File: src/dra_rx_alarm_regs.vh
// Register indices, field positions, reset values for the receive alarm block
// Assumes byte address = 4 * index on a 32-bit register bus
`ifndef DRA_RX_ALARM_REGS_VH
`define DRA_RX_ALARM_REGS_VH

// ************************************************
// Register indices (word address)
// ************************************************
`define DRA_IDX_RX_CONFIG        6'h0e
`define DRA_IDX_RX_FAR_END_STS   6'h0f
`define DRA_IDX_RX_INT_ENABLE    6'h10
`define DRA_IDX_RX_INT_STATUS    6'h11
`define DRA_IDX_RX_FAR_END_CODE  6'h12
`define DRA_IDX_RX_MODE          6'h30

// ************************************************
// Event bit positions in enable and status
// ************************************************
`define DRA_EV_CP_ERR    7
`define DRA_EV_LOS       6
`define DRA_EV_AIS       5
`define DRA_EV_IDLE      4
`define DRA_EV_FERF      3
`define DRA_EV_FMT       2
`define DRA_EV_OOF       1
`define DRA_EV_P_ERR     0

// ************************************************
// Far-end status fields
// ************************************************
`define DRA_STS_FERF_BIT 4
`define DRA_STS_FMT_BIT  3
`define DRA_FEBE_ERRORS  3'h3
`define DRA_FEBE_CLEAN   3'h7

// ************************************************
// Reset values
// ************************************************
`define DRA_RST_CODE     6'h3f
`define DRA_RST_CFG      4'h0
`define DRA_RST_EN       8'h00
`define DRA_RST_STS      8'h00
`define DRA_RST_MODE     1'h0

// ************************************************
// Format detection figures
// ************************************************
`define DRA_FMT_WINDOW   15
`define DRA_FMT_ZEROS    2
`define DRA_FMT_ONES     63

// ************************************************
// Bus responses
// ************************************************
`define DRA_RESP_OKAY    2'h0
`define DRA_RESP_SLVERR  2'h2

`endif

File: src/dra_format_detect.v
// Framing format detector fed one application-id bit per M-frame
// Assumes strobe and bit come from framer logic on mclk
`timescale 1ns/10ps
`include "dra_rx_alarm_regs.vh"

module dra_format_detect
#(
   parameter WINDOW = `DRA_FMT_WINDOW,
   parameter ONES   = `DRA_FMT_ONES
)
(
   input  wire              mclk,
   input  wire              rst_n,
   input  wire              mframe_stb,
   input  wire              aic_bit,
   output reg               fmt_q
);

   reg  [WINDOW-1:0] hist_q;
   reg  [6:0]        ones_q;
   wire [WINDOW-1:0] hist_d;
   wire [6:0]        ones_d;

   // Zero count over the history window
   function [4:0] count_zeros;
      input [WINDOW-1:0] v;
      integer i;
      begin
         count_zeros = 5'h00;
         for (i = 0; i < WINDOW; i = i + 1)
            count_zeros = count_zeros + {4'h0, ~v[i]};
      end
   endfunction

   // Saturating run of ones keeps the counter small
   assign hist_d = {hist_q[WINDOW-2:0], aic_bit};
   assign ones_d = !aic_bit ? 7'h00 :
                   (ones_q >= ONES[6:0]) ? ones_q : ones_q + 7'h01;

   // ************************************************
   // History, run length and validated format
   // ************************************************
   always @(posedge mclk or negedge rst_n)
   begin
      if (!rst_n)
      begin
         hist_q <= {WINDOW{1'b1}};
         ones_q <= 7'h00;
         fmt_q  <= 1'b0;
      end
      else if (mframe_stb)
      begin
         hist_q <= hist_d;
         ones_q <= ones_d;
         if (count_zeros(hist_d) >= `DRA_FMT_ZEROS)
            fmt_q <= 1'b0;
         else if (ones_d >= ONES[6:0])
            fmt_q <= 1'b1;
      end
   end

endmodule // dra_format_detect

File: src/dra_rx_alarm_top.v
// Receive alarm, far-end status and event interrupt registers on AXI4-Lite
// Assumes framer alarm levels and error strobes arrive on mclk
// Notes on behaviour
// - Status bit 4 shows live far-end failure
// - Two zero id bits in 15 frames: M13
// - 63 consecutive one id bits: C-bit parity
// - Status bits 2..0 hold latest block-error value
// - Value 011 means remote errors, 111 none
// - Block-error value and alarm code update only in C-bit mode
// - CP-bit error interrupt gated by enable bit 7
// - Change interrupts gated by enable bits 6..1
// - P-bit error interrupt gated by enable bit 0
// - Status bit 7 latches CP errors, read clears
// - Alarm change bits latch, read clears them
// - Status bit 2 latches format change, read clears
// - Status bit 0 latches P errors, read clears
// - Code bits 6..1 reversed, reset to ones
// - Config bits 7..4 show live alarms
`timescale 1ns/10ps
`include "dra_rx_alarm_regs.vh"

module dra_rx_alarm_top
#(
   parameter ADDR_W = 8
)
(
   input  wire              mclk,
   input  wire              rst_n,
   // AXI4-Lite slave
   input  wire [ADDR_W-1:0] s_axi_awaddr,
   input  wire              s_axi_awvalid,
   output reg               s_axi_awready,
   input  wire [31:0]       s_axi_wdata,
   input  wire [3:0]        s_axi_wstrb,
   input  wire              s_axi_wvalid,
   output reg               s_axi_wready,
   output reg  [1:0]        s_axi_bresp,
   output reg               s_axi_bvalid,
   input  wire              s_axi_bready,
   input  wire [ADDR_W-1:0] s_axi_araddr,
   input  wire              s_axi_arvalid,
   output reg               s_axi_arready,
   output reg  [31:0]       s_axi_rdata,
   output reg  [1:0]        s_axi_rresp,
   output reg               s_axi_rvalid,
   input  wire              s_axi_rready,
   // Framer alarm levels
   input  wire              loss_of_signal,
   input  wire              alarm_indication,
   input  wire              idle_detect,
   input  wire              out_of_frame,
   input  wire              far_end_failure_state,
   // Framer error strobes
   input  wire              cp_err_stb,
   input  wire              p_err_stb,
   // Application-id bit, one per M-frame
   input  wire              mframe_stb,
   input  wire              aic_bit,
   // Block-error value and validated alarm code
   input  wire              febe_stb,
   input  wire [2:0]        far_end_block_error_value,
   input  wire              code_valid_stb,
   input  wire [5:0]        received_alarm_control_code,
   // Outputs to framer and host
   output reg  [3:0]        rx_cfg_q,
   output reg               cbit_mode_q,
   output reg               format_indication_state,
   output reg               remote_err_q,
   output reg               irq_q
);

   // ************************************************
   // Declarations
   // ************************************************
   reg  [7:0]        int_en_q;
   reg  [7:0]        int_sts_q;
   reg  [7:0]        int_sts_d;
   reg  [2:0]        febe_q;
   reg  [5:0]        code_q;
   reg  [5:0]        prev_q;
   reg  [ADDR_W-1:0] awaddr_q;
   reg  [31:0]       wdata_q;
   reg  [3:0]        wstrb_q;
   reg               aw_full_q;
   reg               w_full_q;
   reg  [31:0]       rd_val;
   reg               rd_hit;
   wire              fmt_w;
   wire [5:0]        cur_w;
   wire [7:0]        ev_set;
   wire              aw_take;
   wire              w_take;
   wire              ar_take;
   wire              do_wr;
   wire              aw_full_d;
   wire              w_full_d;
   wire              bvalid_d;
   wire              rvalid_d;
   wire [5:0]        wr_idx;
   wire [5:0]        rd_idx;
   wire              wr_lane0;
   wire              sts_read;

   // Word index of a byte address
   function [5:0] word_idx;
      input [ADDR_W-1:0] a;
      begin
         word_idx = a[7:2];
      end
   endfunction

   // Low byte into a 32-bit read word, upper bits zero
   function [31:0] byte_word;
      input [7:0] b;
      begin
         byte_word = {24'h000000, b};
      end
   endfunction

   // ************************************************
   // Format detection
   // ************************************************
   dra_format_detect
   #(
      .WINDOW (`DRA_FMT_WINDOW),
      .ONES   (`DRA_FMT_ONES)
   )
   u_fmt
   (
      .mclk       (mclk),
      .rst_n      (rst_n),
      .mframe_stb (mframe_stb),
      .aic_bit    (aic_bit),
      .fmt_q      (fmt_w)
   );

   // ************************************************
   // Event detection
   // ************************************************
   // Current tracked levels, ordered los ais idle ferf fmt oof
   assign cur_w = {loss_of_signal, alarm_indication, idle_detect,
                   far_end_failure_state, fmt_w, out_of_frame};

   // Levels compared with last cycle give change events
   assign ev_set[`DRA_EV_CP_ERR] = cp_err_stb;
   assign ev_set[`DRA_EV_LOS]    = cur_w[5] ^ prev_q[5];
   assign ev_set[`DRA_EV_AIS]    = cur_w[4] ^ prev_q[4];
   assign ev_set[`DRA_EV_IDLE]   = cur_w[3] ^ prev_q[3];
   assign ev_set[`DRA_EV_FERF]   = cur_w[2] ^ prev_q[2];
   assign ev_set[`DRA_EV_FMT]    = cur_w[1] ^ prev_q[1];
   assign ev_set[`DRA_EV_OOF]    = cur_w[0] ^ prev_q[0];
   assign ev_set[`DRA_EV_P_ERR]  = p_err_stb;

   // Previous levels; out of frame starts declared
   always @(posedge mclk or negedge rst_n)
   begin
      if (!rst_n)
         prev_q <= 6'h01;
      else
         prev_q <= cur_w;
   end

   // ************************************************
   // Bus handshakes
   // ************************************************
   assign aw_take   = s_axi_awvalid & s_axi_awready;
   assign w_take    = s_axi_wvalid & s_axi_wready;
   assign ar_take   = s_axi_arvalid & s_axi_arready;
   assign do_wr     = aw_full_q & w_full_q & ~s_axi_bvalid;
   assign aw_full_d = ~do_wr & (aw_full_q | aw_take);
   assign w_full_d  = ~do_wr & (w_full_q | w_take);
   assign bvalid_d  = do_wr | (s_axi_bvalid & ~s_axi_bready);
   assign rvalid_d  = ar_take | (s_axi_rvalid & ~s_axi_rready);
   assign wr_idx    = word_idx(awaddr_q);
   assign rd_idx    = word_idx(s_axi_araddr);
   assign wr_lane0  = do_wr & wstrb_q[0];
   assign sts_read  = ar_take & (rd_idx == `DRA_IDX_RX_INT_STATUS);

   // Address and data may arrive in either order
   always @(posedge mclk or negedge rst_n)
   begin
      if (!rst_n)
      begin
         aw_full_q     <= 1'b0;
         w_full_q      <= 1'b0;
         awaddr_q      <= {ADDR_W{1'b0}};
         wdata_q       <= 32'h00000000;
         wstrb_q       <= 4'h0;
         s_axi_awready <= 1'b0;
         s_axi_wready  <= 1'b0;
         s_axi_bvalid  <= 1'b0;
         s_axi_arready <= 1'b0;
         s_axi_rvalid  <= 1'b0;
      end
      else
      begin
         aw_full_q     <= aw_full_d;
         w_full_q      <= w_full_d;
         if (aw_take)
            awaddr_q <= s_axi_awaddr;
         if (w_take)
         begin
            wdata_q <= s_axi_wdata;
            wstrb_q <= s_axi_wstrb;
         end
         // Ready only while the slot is free and no answer waits
         s_axi_awready <= ~aw_full_d & ~bvalid_d;
         s_axi_wready  <= ~w_full_d & ~bvalid_d;
         s_axi_bvalid  <= bvalid_d;
         s_axi_arready <= ~rvalid_d;
         s_axi_rvalid  <= rvalid_d;
      end
   end

   // Write response; unmapped addresses answer with an error
   always @(posedge mclk or negedge rst_n)
   begin
      if (!rst_n)
         s_axi_bresp <= `DRA_RESP_OKAY;
      else if (do_wr)
      begin
         case (wr_idx)
            `DRA_IDX_RX_CONFIG,
            `DRA_IDX_RX_FAR_END_STS,
            `DRA_IDX_RX_INT_ENABLE,
            `DRA_IDX_RX_INT_STATUS,
            `DRA_IDX_RX_FAR_END_CODE,
            `DRA_IDX_RX_MODE: s_axi_bresp <= `DRA_RESP_OKAY;
            default:          s_axi_bresp <= `DRA_RESP_SLVERR;
         endcase
      end
   end

   // ************************************************
   // Writable registers
   // ************************************************
   // Only byte lane 0 carries register bits; read-only targets ignored
   always @(posedge mclk or negedge rst_n)
   begin
      if (!rst_n)
      begin
         rx_cfg_q    <= `DRA_RST_CFG;
         int_en_q    <= `DRA_RST_EN;
         cbit_mode_q <= `DRA_RST_MODE;
      end
      else if (wr_lane0)
      begin
         case (wr_idx)
            `DRA_IDX_RX_CONFIG:     rx_cfg_q    <= wdata_q[3:0];
            `DRA_IDX_RX_INT_ENABLE: int_en_q    <= wdata_q[7:0];
            `DRA_IDX_RX_MODE:       cbit_mode_q <= wdata_q[0];
            default:                rx_cfg_q    <= rx_cfg_q;
         endcase
      end
   end

   // ************************************************
   // Far-end values
   // ************************************************
   // Held values only refresh in C-bit parity mode
   always @(posedge mclk or negedge rst_n)
   begin
      if (!rst_n)
      begin
         febe_q       <= 3'h0;
         code_q       <= `DRA_RST_CODE;
         remote_err_q <= 1'b0;
      end
      else if (cbit_mode_q)
      begin
         if (febe_stb)
         begin
            febe_q <= far_end_block_error_value;
            // Other codes leave the remote flag as it was
            if (far_end_block_error_value == `DRA_FEBE_ERRORS)
               remote_err_q <= 1'b1;
            else if (far_end_block_error_value == `DRA_FEBE_CLEAN)
               remote_err_q <= 1'b0;
         end
         if (code_valid_stb)
            code_q <= received_alarm_control_code;
      end
   end

   // Validated format mirrored to the framer
   always @(posedge mclk or negedge rst_n)
   begin
      if (!rst_n)
         format_indication_state <= 1'b0;
      else
         format_indication_state <= fmt_w;
   end

   // ************************************************
   // Sticky status and interrupt
   // ************************************************
   // A new event in the clearing cycle survives the read
   always @*
   begin
      int_sts_d = int_sts_q;
      if (sts_read)
         int_sts_d = 8'h00;
      int_sts_d = int_sts_d | ev_set;
   end

   always @(posedge mclk or negedge rst_n)
   begin
      if (!rst_n)
         int_sts_q <= `DRA_RST_STS;
      else
         int_sts_q <= int_sts_d;
   end

   // Each source gated by its enable; registered to keep the pin clean
   always @(posedge mclk or negedge rst_n)
   begin
      if (!rst_n)
         irq_q <= 1'b0;
      else
         irq_q <= (int_sts_d[`DRA_EV_CP_ERR] & int_en_q[`DRA_EV_CP_ERR]) |
                  (|(int_sts_d[6:1] & int_en_q[6:1])) |
                  (int_sts_d[`DRA_EV_P_ERR] & int_en_q[`DRA_EV_P_ERR]);
   end

   // ************************************************
   // Read path
   // ************************************************
   // Read word for the addressed register
   always @*
   begin
      rd_val = 32'h00000000;
      rd_hit = 1'b1;
      case (rd_idx)
         `DRA_IDX_RX_CONFIG:
            rd_val = byte_word({alarm_indication, loss_of_signal,
                                idle_detect, out_of_frame, rx_cfg_q});
         `DRA_IDX_RX_FAR_END_STS:
            rd_val = byte_word({3'h0, far_end_failure_state,
                                fmt_w, febe_q});
         `DRA_IDX_RX_INT_ENABLE:
            rd_val = byte_word(int_en_q);
         `DRA_IDX_RX_INT_STATUS:
            rd_val = byte_word(int_sts_q);
         `DRA_IDX_RX_FAR_END_CODE:
            rd_val = byte_word({1'b0, code_q[0], code_q[1], code_q[2],
                                code_q[3], code_q[4], code_q[5], 1'b0});
         `DRA_IDX_RX_MODE:
            rd_val = byte_word({7'h00, cbit_mode_q});
         default:
            rd_hit = 1'b0;
      endcase
   end

   // Data captured at the address handshake
   always @(posedge mclk or negedge rst_n)
   begin
      if (!rst_n)
      begin
         s_axi_rdata <= 32'h00000000;
         s_axi_rresp <= `DRA_RESP_OKAY;
      end
      else if (ar_take)
      begin
         s_axi_rdata <= rd_val;
         s_axi_rresp <= rd_hit ? `DRA_RESP_OKAY : `DRA_RESP_SLVERR;
      end
   end

endmodule // dra_rx_alarm_top

File: config.mk
export PLATFORM = sky130hd
export DESIGN_NAME = dra_rx_alarm_top
export DESIGN_NICKNAME = d
export VERILOG_FILES = /design/src/dra_format_detect.v /design/src/dra_rx_alarm_top.v
export VERILOG_INCLUDE_DIRS = /design/src
export SDC_FILE = /design/constraint.sdc
export NUM_CORES = 1
export LEC_CHECK = 0
export BUFFER_PORTS_ARGS = -buffer_cell sky130_fd_sc_hd__buf_2
export CAP_MARGIN = 10
export CORE_AREA = 2 2 117 119
export DETAILED_ROUTE_END_ITERATION = 10
export DIE_AREA = 0 0 119 121
export GPL_TIMING_DRIVEN = 0
export PLACE_DENSITY_LB_ADDON = 0.2
export REMOVE_ABC_BUFFERS = 1
export SLEW_MARGIN = 20
export SYNTH_ARGS = -nofsm -noshare
export SYNTH_HDL_FRONTEND = slang
export SYNTH_SLANG_ARGS = --single-unit
File: constraint.sdc
create_clock -name mclk -period 4.3 [get_ports mclk]
set_input_delay 0 -clock mclk [delete_from_list [all_inputs] [get_ports mclk]]
set_output_delay 0 -clock mclk [all_outputs]
set_load 0.02 [all_outputs]
==> metrics.cfg, run 1 <==
[finish]
layout_common_cells=dfrtp_1, buf_2, mux2_2, dlygate4sd3_1, nand2_1
antenna_cells=0
finalNetCount=600
syn_to_final_growth_pct=25.8
final_layout_size_suffix_gt1_share_pct=31.2
seqCellArea_um2=2330
final_common_cell=dfrtp_1
n_fill_cell=1251
multi_input_area_um2=1960

[worst_setup_path]
max_stage_delay_ns=0.54
cp-startpoint=u_fmt.hist_q[0]
crit_path_end_kind=register
cp_top_family=adder cells
crit_buf_inv=1
slowest_stage=fa_1
cp.arrival_ns=4.21
crit_path_start_kind=register
path_max_fanout=2
timing.rr.start=u_fmt.hist_q[0]
required_ns=4.57
cp_common_cell=fa_1
crit_type=reg2reg
crit_chain=inv_1, ha_1, fa_1, fa_1, fa_1, fa_1, ha_1, fa_1, nor3_1, a21oi_1, a21oi_1

[detailed_routing]
drt-initial-drc-count=162
avgViaCountPerCell=4.74
routed_wl_um=9580
route.detailed.drc=0
vias=3254
detail-route-antenna-nets=0
wl_per_cell_um=14.0
firstDrtPassIters=5

[power_and_ir_drop]
combPwrFrac_pct=29.4
switching_share_pct=31.8
p_int_mw=2.05
vdd_drop_max_mv=0.265
p_seq_share_pct=42.5
power.switching_mw=0.955
p_leak_nw=2.63
p_per_area_nw_per_um2=525
p_clk_share_pct=28.1

[timing]
hold_viol=0
fin_worst_skew_ns=0.00370
fmax_mhz=254
slew_headroom_pct=61.5
setup_slack_ns=0.362
period_share_pct=91.6
final_period_minus_worst_setup_slack_ns=3.94
rsz0062_at_grt=false
setup-violations-final=0
maxSlewViolCount=0
tns_ns=0
worst_pin_slew_ns=0.577

[grt]
overflow=0
grt_start_max_net_pins=68
grtUsageTotal_pct=14.0
grt_pass1_vias=3245
antenna_found_initial=0
grt_pass1_wl_um=16000

[logic_synthesis]
ys.flop_type=dfrtp_1
ys_warn_count=0
synth_edf_count=0
syn_area_um2=4550
synth_seq_cells=92
async_reset_ff_share_pct=100
yosysUniqueCellTypes=53
ys_seq_area_share_pct=51.2
netlist_instances=394
syn_avg_cell_area_um2=11.5

[die]
initial_core_util_pct=34.7
die_area_um2=14400
row_count=42
chipHeight_um=121
die_x_um=119
io_pins=128
core-area_um2=13100

[clocking]
cts-root-buf=clkbuf_16
tritoncts=built
cts_buffers=9
post_cts_resized=0
cts-htree-levels=3
clk_latency_ns=0.34
clk_path_buf_depth=2
clk_pin_slew_worst_paths_ns=0.06
clock_sinks=92

[place]
gp_congestion=0.818
dp_hpwl_um=7120
portBuffers=70
place_ws_ns=0.353

[min_path]
min_from=febe_stb
hp-class=in2reg

[flow_run]
maxCapViolations=0

[outcome]
run_status=complete, no violations

==> cell families after synthesis <==
| group | Yosys count | synth area share [%] |
|---|---|---|
| flip-flops | 92 | 51.2 |
| adder cells (fa/ha/maj) | 16 | 5.89 |
| AO/OA/AOI/OAI | 84 | 12.9 |
| XOR/XNOR | 7 | 1.35 |
| other | 1 | 0.0825 |
| buffers and inverters | 66 | 7.65 |
| AND/OR/NAND/NOR | 83 | 9.96 |
| multiplexers | 45 | 11.0 |
==> cell usage after synthesis (all sizes together), types with 4 or more instances <==
cell	count	area [um2]
nand3	5	30.0
xor2	7	61.3
o21ai	22	110
buf	29	209
inv	31	116
a221o	4	42.5
a22oi	8	60.1
mux2	39	439
dfstp	21	552
a21oi	12	60.1
mux2i	6	60.1
dfrtp	71	1780
a22o	11	96.3
nor2	15	63.8
fa	9	180
clkbuf	6	22.5
nand2	33	124
a21o	9	70.1
nand4	9	56.3
ha	7	87.6
==> through the flow <==
step                      instances  hold slack, ns  total power, mW  cell area [um2]  util (%)
after floorplan                 384          -0.296             1.89             4410         -
after global placement          630           0.152             2.13             4980      38.0
after detailed placement        631          -0.124             2.16             5010      38.3
after CTS                       686          0.0535             3.06             5720      43.7
after global routing            686          0.0682             3.24             5720      43.7
final                           686          0.0638             3.00             5720      43.7
==> worst register-to-register path: cells and delay by family (launching register included) <==
family / cells / cell delay (ns)
simple gates: 1 / 0.19
fa+ha+maj: 7 / 2.89
flops: 1 / 0.53
buf+inv: 1 / 0.05
compound gates: 2 / 0.20
==> routing by layer <==
metal	global-route usage, %	part of all wire (%)
met1	17.9	45
met2	22.8	49
met3	5.17	4.5
met4	3.05	0.98
met5	0	0
==> final timing paths <==
check	end	slack [ns]	cells past startpoint
setup / recovery	u_fmt.fmt_q	0.36	11
hold / removal	febe_q[1]	0.06	3
setup reg to reg	u_fmt.fmt_q	0.36	11
hold reg to reg	s_axi_wready	0.46	1
max in group asynchronous	u_fmt.hist_q[10]	3.57	3
min in group asynchronous	s_axi_rresp[1]	0.09	2
==> sequential cells by signal, summed over array words and instances (netlist names), 3 cells and up <==
register      flops
awaddr_q          6
code_q            6
febe_q            3
int_en_q          8
int_sts_q         8
prev_q            6
rx_cfg_q          4
s_axi_rdata       8
u_fmt.hist_q     14
u_fmt.ones_q      7
wdata_q           8
==> power groups by stage <==
stage	sequential [mW]	clock [mW]	combinational [mW]
finish	1.28	0.844	0.881
global route	1.31	0.906	1.03
floorplan	1.29	0	0.597
CTS	1.28	0.875	0.902
detailed placement	1.29	0	0.864
global placement	1.28	0	0.844
==> cell type report <==
class	instances	area share [%]
clock buffer	10	4.00
clock inverter	6	1.53
inverter	31	2.03
multi-input combinational	261	34.3
sequential	92	40.7
tap	176	3.85
timing repair buffer	110	13.5
==> what timing repair did <==
item,4_1_cts,5_1_grt
hold buffers,39,0
hold endpoints to repair,120,0
buffers inserted,0,0
Power figures use the tool's default switching activity.
==> inputs of run 2 (changes only) <==
--- a/config.mk
+++ b/config.mk
@@ -13,6 +13,7 @@
 export DIE_AREA = 0 0 119 121
 export GPL_TIMING_DRIVEN = 0
 export PLACE_DENSITY_LB_ADDON = 0.2
+export RECOVER_POWER = 25
 export REMOVE_ABC_BUFFERS = 1
 export SLEW_MARGIN = 20
 export SYNTH_ARGS = -nofsm -noshare
==> metrics.cfg, run 2 (synthesized netlist as in run 1, its figures left out) <==
[detailed_routing]
avgViaCountPerCell=4.76  ; +0.43%
vias=3268  ; +0.43%
drt-initial-drc-count=149  ; -8.0%
routed_wl_um=9580  ; about the same
route.detailed.drc=0  ; unchanged
firstDrtPassIters=4  ; -1
wl_per_cell_um=14.0  ; about the same
detail-route-antenna-nets=0  ; unchanged

[worst_setup_path]
crit_type=reg2reg
required_ns=4.57  ; about the same
path_max_fanout=2  ; unchanged
max_stage_delay_ns=0.54  ; about the same
cp.arrival_ns=4.21  ; about the same
crit_chain=inv_1, ha_1, fa_1, fa_1, fa_1, fa_1, ha_1, fa_1, nor3_1, a21oi_1, a21oi_1
slowest_stage=fa_1
cp_common_cell=fa_1
crit_path_start_kind=register
crit_path_end_kind=register

[power_and_ir_drop]
p_leak_nw=2.60  ; -1.0%
p_per_area_nw_per_um2=527  ; +0.46%
vdd_drop_max_mv=0.265  ; about the same
power_mw=3.00  ; -0.17%

[place]
gp_congestion=0.818  ; unchanged
dp_hpwl_um=7120  ; unchanged
portBuffers=70  ; unchanged

[grt]
grtUsageMet1_pct=17.9  ; unchanged
overflow=0  ; unchanged
grtUsageTotal_pct=14.0  ; unchanged
grt.busiest_layer=met2
grt_start_max_net_pins=68  ; unchanged
grt_util_met3_pct=5.17  ; unchanged
grt_pass1_vias=3245  ; unchanged
use_met2_pct=22.8  ; unchanged
grt_pass1_wl_um=16000  ; unchanged
antenna_found_initial=0  ; unchanged

[finish]
layout_common_cells=dfrtp_1, buf_2, mux2_2, dlygate4sd3_1, nand2_1
finalNetCount=600  ; unchanged
utilization_pct=43.4  ; -0.28 points
final_layout_size_suffix_gt1_share_pct=30.0  ; -1.2 points
n_fill_cell=1258  ; +0.56%
antenna_cells=0  ; unchanged
syn_to_final_growth_pct=25.0
regMostFlops=u_fmt.hist_q
final_common_cell=dfrtp_1
largest_register_ffs=14  ; unchanged

[timing]
final_period_minus_worst_setup_slack_ns=3.94  ; +0.0000650 ns
worst_pin_slew_ns=1.61  ; +1.03 ns
fmax_mhz=254  ; about the same
slew_headroom_pct=-7.42  ; -69 points
setup-violations-final=0  ; unchanged
fin_worst_skew_ns=0.00370  ; -0.00000353 ns
timing.hold.ws_ns=0.0639  ; +0.0000552 ns
rsz0062_at_grt=false
tns_ns=0  ; unchanged
period_share_pct=91.6  ; about the same
maxSlewViolCount=68  ; +68
hold_viol=0  ; unchanged

[die]
row_count=42  ; unchanged
initial_core_util_pct=34.7  ; unchanged
chipHeight_um=121  ; unchanged
io_pins=128  ; unchanged
die_x_um=119  ; unchanged
core-area_um2=13100  ; unchanged
die_area_um2=14400  ; unchanged

[clocking]
cts-htree-levels=3  ; unchanged
post_cts_buffers=0  ; unchanged
tritoncts=built
clk_pin_slew_worst_paths_ns=0.06  ; about the same
clk_latency_ns=0.34  ; about the same
clock_sinks=92  ; unchanged
clk_path_buf_depth=2  ; unchanged
cts_buffers=9  ; unchanged
ctsHoldBuffers=39  ; unchanged
post_cts_resized=0  ; unchanged
cts-root-buf=clkbuf_16

[flow_run]
maxCapViolations=1  ; +1

[outcome]
violations=max-capacitance violations, max-slew violations
run_status=finished with violations

[min_path]
hp-class=in2reg

[run 2: critical path: cells and delay by family (launching register included)]
family / cells / cell delay (ns)
buffers and inverters: 1 / 0.05
AO/OA/AOI/OAI: 2 / 0.20
adder cells (fa/ha/maj): 7 / 2.89
AND/OR/NAND/NOR: 1 / 0.19
flip-flops: 1 / 0.53
[run 2: worst paths after layout]
check / startpoint / endpoint / slack (ns) / depth (start not counted)
max in group asynchronous: rst_n / awaddr_q[4] / 1.56 / 3
worst max register to register: u_fmt.hist_q[0] / u_fmt.fmt_q / 0.36 / 11
worst min-delay path: febe_stb / febe_q[1] / 0.06 / 3
worst min register to register: w_full_q / s_axi_wready / 0.46 / 1
worst max-delay path: u_fmt.hist_q[0] / u_fmt.fmt_q / 0.36 / 11
min in group asynchronous: rst_n / s_axi_rresp[1] / 0.50 / 2
[run 2: layout make-up]
| class | instances | area, um2 | area share, % |
|---|---|---|---|
| inverter | 31 | 116 | 2.05 |
| sequential | 92 | 2330 | 41.0 |
| tap | 176 | 220 | 3.87 |
| clock inverter | 6 | 87.6 | 1.54 |
| multi-input combinational | 261 | 1960 | 34.5 |
| clock buffer | 10 | 229 | 4.03 |
| timing repair buffer | 110 | 738 | 13.0 |
[run 2: metal layers]
| metal | part of all wire [%] | vias to the layer above |
|---|---|---|
| li1 | - | 1575 |
| met4 | 0.98 | 0 |
| met5 | 0 | - |
| met2 | 49 | 78 |
| met3 | 4.6 | 8 |
| met1 | 45 | 1607 |
[run 2: power by group]
part,switching [mW],internal [mW]
Clock,0.333,0.510
Sequential,0.168,1.11
Combinational,0.452,0.425
Total,0.954,2.04
[run 2: metrics by stage]
step                      instance area, um2  worst slack, ns  instances
final                                   5680            0.362        686
after detailed placement                5010            0.353        631
after global placement                  4980            0.338        630
after global routing                    5680            0.237        686
after floorplan                         4410            0.494        384
after CTS                               5720            0.330        686
==> inputs of run 3 (changes only) <==
--- a/config.mk
+++ b/config.mk
@@ -8,9 +8,9 @@
 export LEC_CHECK = 0
 export BUFFER_PORTS_ARGS = -buffer_cell sky130_fd_sc_hd__buf_2
 export CAP_MARGIN = 10
-export CORE_AREA = 2 2 117 119
+export CORE_AREA = 2 2 118 120
 export DETAILED_ROUTE_END_ITERATION = 10
-export DIE_AREA = 0 0 119 121
+export DIE_AREA = 0 0 120 122
 export GPL_TIMING_DRIVEN = 0
 export PLACE_DENSITY_LB_ADDON = 0.2
 export RECOVER_POWER = 25
@@ -18,4 +18,5 @@
 export SLEW_MARGIN = 20
 export SYNTH_ARGS = -nofsm -noshare
 export SYNTH_HDL_FRONTEND = slang
+export SYNTH_HIERARCHICAL = 1
 export SYNTH_SLANG_ARGS = --single-unit
==> metrics.cfg, run 3 <==
[outcome]
run_status=finished with violations
violations=max-capacitance violations, max-slew violations, negative setup slack

[grt]
grt_pass1_vias=3304  ; +1.8%
antenna_found_initial=0  ; unchanged
grtUsageTotal_pct=14.4  ; +0.37 points
grt_start_max_net_pins=68  ; unchanged
grt_pass1_wl_um=16300  ; +2.1%
overflow=0  ; unchanged

[timing]
setup_slack_ns=-0.0639  ; -0.426 ns
rsz0062_at_grt=true
timing.hold.ws_ns=0.0441  ; -0.0198 ns
fin_worst_skew_ns=0.00704  ; +0.00334 ns
fmax_mhz=229  ; -9.8%
hold_viol=0  ; unchanged
worst_pin_slew_ns=1.63  ; +0.0197 ns
maxSlewViolCount=68  ; unchanged
period_share_pct=101  ; +9.9 points
slew_headroom_pct=-8.73  ; -1.3 points
setup-violations-final=1  ; +1
final_period_minus_worst_setup_slack_ns=4.36  ; +0.426 ns

[detailed_routing]
wl_per_cell_um=14.5  ; +4.0%
routed_wl_um=9900  ; +3.4%
route.detailed.drc=0  ; unchanged
wl_met1_um=4530  ; +5.3%
wl_met3_um=474  ; +6.5%
highest_layer=met4
vias=3192  ; -2.3%
drt-initial-drc-count=176  ; +18%
routed-wl-met2_um=4700  ; -0.74%
avgViaCountPerCell=4.68  ; -1.8%
firstDrtPassIters=4  ; unchanged
detail-route-antenna-nets=0  ; unchanged

[logic_synthesis]
ys_seq_area_share_pct=51.1  ; -0.13 points
synth_edf_count=0  ; unchanged
async_reset_ff_share_pct=100  ; unchanged
syn_area_um2=4560  ; +0.25%
synthTopCellsByCount=dfrtp_1, mux2_2, buf_4
synth_area_leaders=dfrtp_1, mux2_2, dfstp_2, fa_1, buf_4
synth_seq_cells=92  ; unchanged
netlist_instances=390  ; -1.0%
synth_top_area_cell=dfrtp_1
ys.flop_type=dfrtp_1
yosysMostFrequentCell=dfrtp_1
yosysUniqueCellTypes=54  ; +1.9%
synth_top_cell_area_share_pct=39.0  ; -0.097 points
ys_warn_count=6  ; +6
syn_avg_cell_area_um2=11.7  ; +1.3%

[power_and_ir_drop]
p_per_area_nw_per_um2=609  ; +15%
vdd_drop_max_mv=0.245  ; -7.6%
p_leak_nw=2.55  ; -2.0%
power_mw=3.46  ; +15%

[clocking]
clk_latency_ns=0.34  ; about the same
cts-htree-levels=3  ; unchanged
cts_buffers=9  ; unchanged
clk_path_buf_depth=2  ; unchanged
clock_sinks=92  ; unchanged
tritoncts=built
cts-root-buf=clkbuf_16
clk_pin_slew_worst_paths_ns=0.06  ; about the same

[place]
gp_congestion=0.788  ; -3.7%
place_inst=626  ; -0.79%
place_ws_ns=-0.185  ; -0.538 ns
portBuffers=70  ; unchanged
place_area_um2=5010  ; about the same
dp_hpwl_um=7050  ; -0.93%

[die]
io_pins=128  ; unchanged
core-area_um2=13500  ; +3.2%
die_x_um=120  ; +0.84%
chipHeight_um=122  ; +0.83%
initial_core_util_pct=33.7  ; -0.99 points
row_count=43  ; +2.4%
die_area_um2=14600  ; +1.7%

[worst_setup_path]
required_ns=4.57  ; about the same
rrSetupSlack_ns=-0.06  ; -0.43 ns
crit_type=reg2reg
crit_path_start_kind=register
timing.rr.start=u_fmt/hist_q[3]
reg2reg_depth=13  ; +2
cp.arrival_ns=4.64  ; +0.43 ns
path_max_fanout=2  ; unchanged
crit_path_end_kind=register
timing.rr.end=u_fmt/fmt_q

[min_path]
hold_end=s_axi_rdata[5]
min_from=s_axi_araddr[4]
hold_depth=4  ; +1
hp-class=in2reg

[finish]
largest_register_ffs=14  ; unchanged
layout_common_cells=dfrtp_1, buf_2, mux2_2, dlygate4sd3_1, conb_1
finalInstanceArea_um2=5680  ; about the same
syn_to_final_growth_pct=24.7
final_common_cell=dfrtp_1
final_layout_size_suffix_gt1_share_pct=33.3  ; +3.3 points
finalNetCount=589  ; -1.8%
antenna_cells=0  ; unchanged
stdcell_count=682  ; -0.58%
regMostFlops=u_fmt/hist_q

[flow_run]
maxCapViolations=1  ; unchanged

run 3: changes by cell type after synthesis, sizes merged, moves of 4 or more:
cell / previous run / this run
mux2: 39 / 53
nand2: 33 / 21
a22o: 11 / 0
inv: 31 / 20
and2: 0 / 6
a31oi: 1 / 6
nor2: 15 / 20
a221o: 4 / 0
ha: 7 / 3
nand4: 9 / 5
run 3: worst max path at each step:
stage                             end             from  slack (ns)  depth (start not counted)
final                     u_fmt/fmt_q  u_fmt/hist_q[3]       -0.06                         13
after global routing      u_fmt/fmt_q  u_fmt/hist_q[3]       -0.22                         13
after floorplan           u_fmt/fmt_q  u_fmt/hist_q[3]        0.09                         13
after detailed placement  u_fmt/fmt_q  u_fmt/hist_q[3]       -0.18                         13
after global placement    u_fmt/fmt_q  u_fmt/hist_q[3]       -0.11                         13
after CTS                 u_fmt/fmt_q  u_fmt/hist_q[3]        -0.1                         13
run 3: critical path, stage by stage, from the launching register on:
cell and delay [ns]:
dfstp_2 0.55, fa_1 0.42, inv_2 0.08, fa_1 0.44, fa_1 0.52, fa_1 0.54, inv_2 0.04, fa_2 0.34
inv_2 0.06, fa_1 0.42, or3_4 0.39, o31ai_4 0.21, o2111ai_2 0.13, o21ai_1 0.14
run 3: cells by family (layout without fill, tap and decap cells):
logic type                 after synthesis  after routing  synth area share [%]
xor gates and xnor gates                 6              6                  1.15
and+or+nand+nor                         80             80                  9.47
buffers and inverters                   60            147                  7.19
AOI/OAI and AO/OA                       81             81                  11.8
other                                    1             26                0.0823
DFF                                     92             92                  51.1
muxes                                   56             56                  13.8
adders and majority gates               14             14                  5.44
run 3: final cells by class:
| cell class | count | area (um2) |
|---|---|---|
| repair buffers | 111 | 738 |
| flip-flops and latches | 92 | 2330 |
| well taps | 180 | 225 |
| inverters | 20 | 75.1 |
| clock inverters | 2 | 33.8 |
| clock buffers | 14 | 264 |
| fillers | 1320 | 7820 |
| multi-input cells | 263 | 2020 |
run 3: what timing repair did:
item                                    4_1_cts  5_1_grt
resized for setup                             4        4
hold endpoints to repair                    119        0
endpoints found under the setup margin        1        1
pin swaps                                     5        3
hold buffers                                 36        0
buffers inserted                              3        1
run 3: power by group:
part | internal (mW) | switching, mW | total [mW] | leakage (nW)
registers | 1.16 | 0.191 | 1.35 | 1.09
clock network | 0.481 | 0.312 | 0.793 | 0.145
logic | 0.656 | 0.663 | 1.32 | 1.31
total | 2.29 | 1.17 | 3.46 | 2.55
run 3: metrics by stage:
stage | utilization, % | setup TNS [ns]
after floorplan | - | 0
after global placement | 36.8 | -0.108
final | 42.1 | -0.0639
after global routing | 42.1 | -0.221
after detailed placement | 37.1 | -0.185
after CTS | 42.1 | -0.0954
run 3: per-layer routing:
layer,GRT usage (%),vias up
met4,6.91,0
met2,23.2,83
met1,18.5,1547
met5,0,-
li1,-,1550
met3,3.00,12
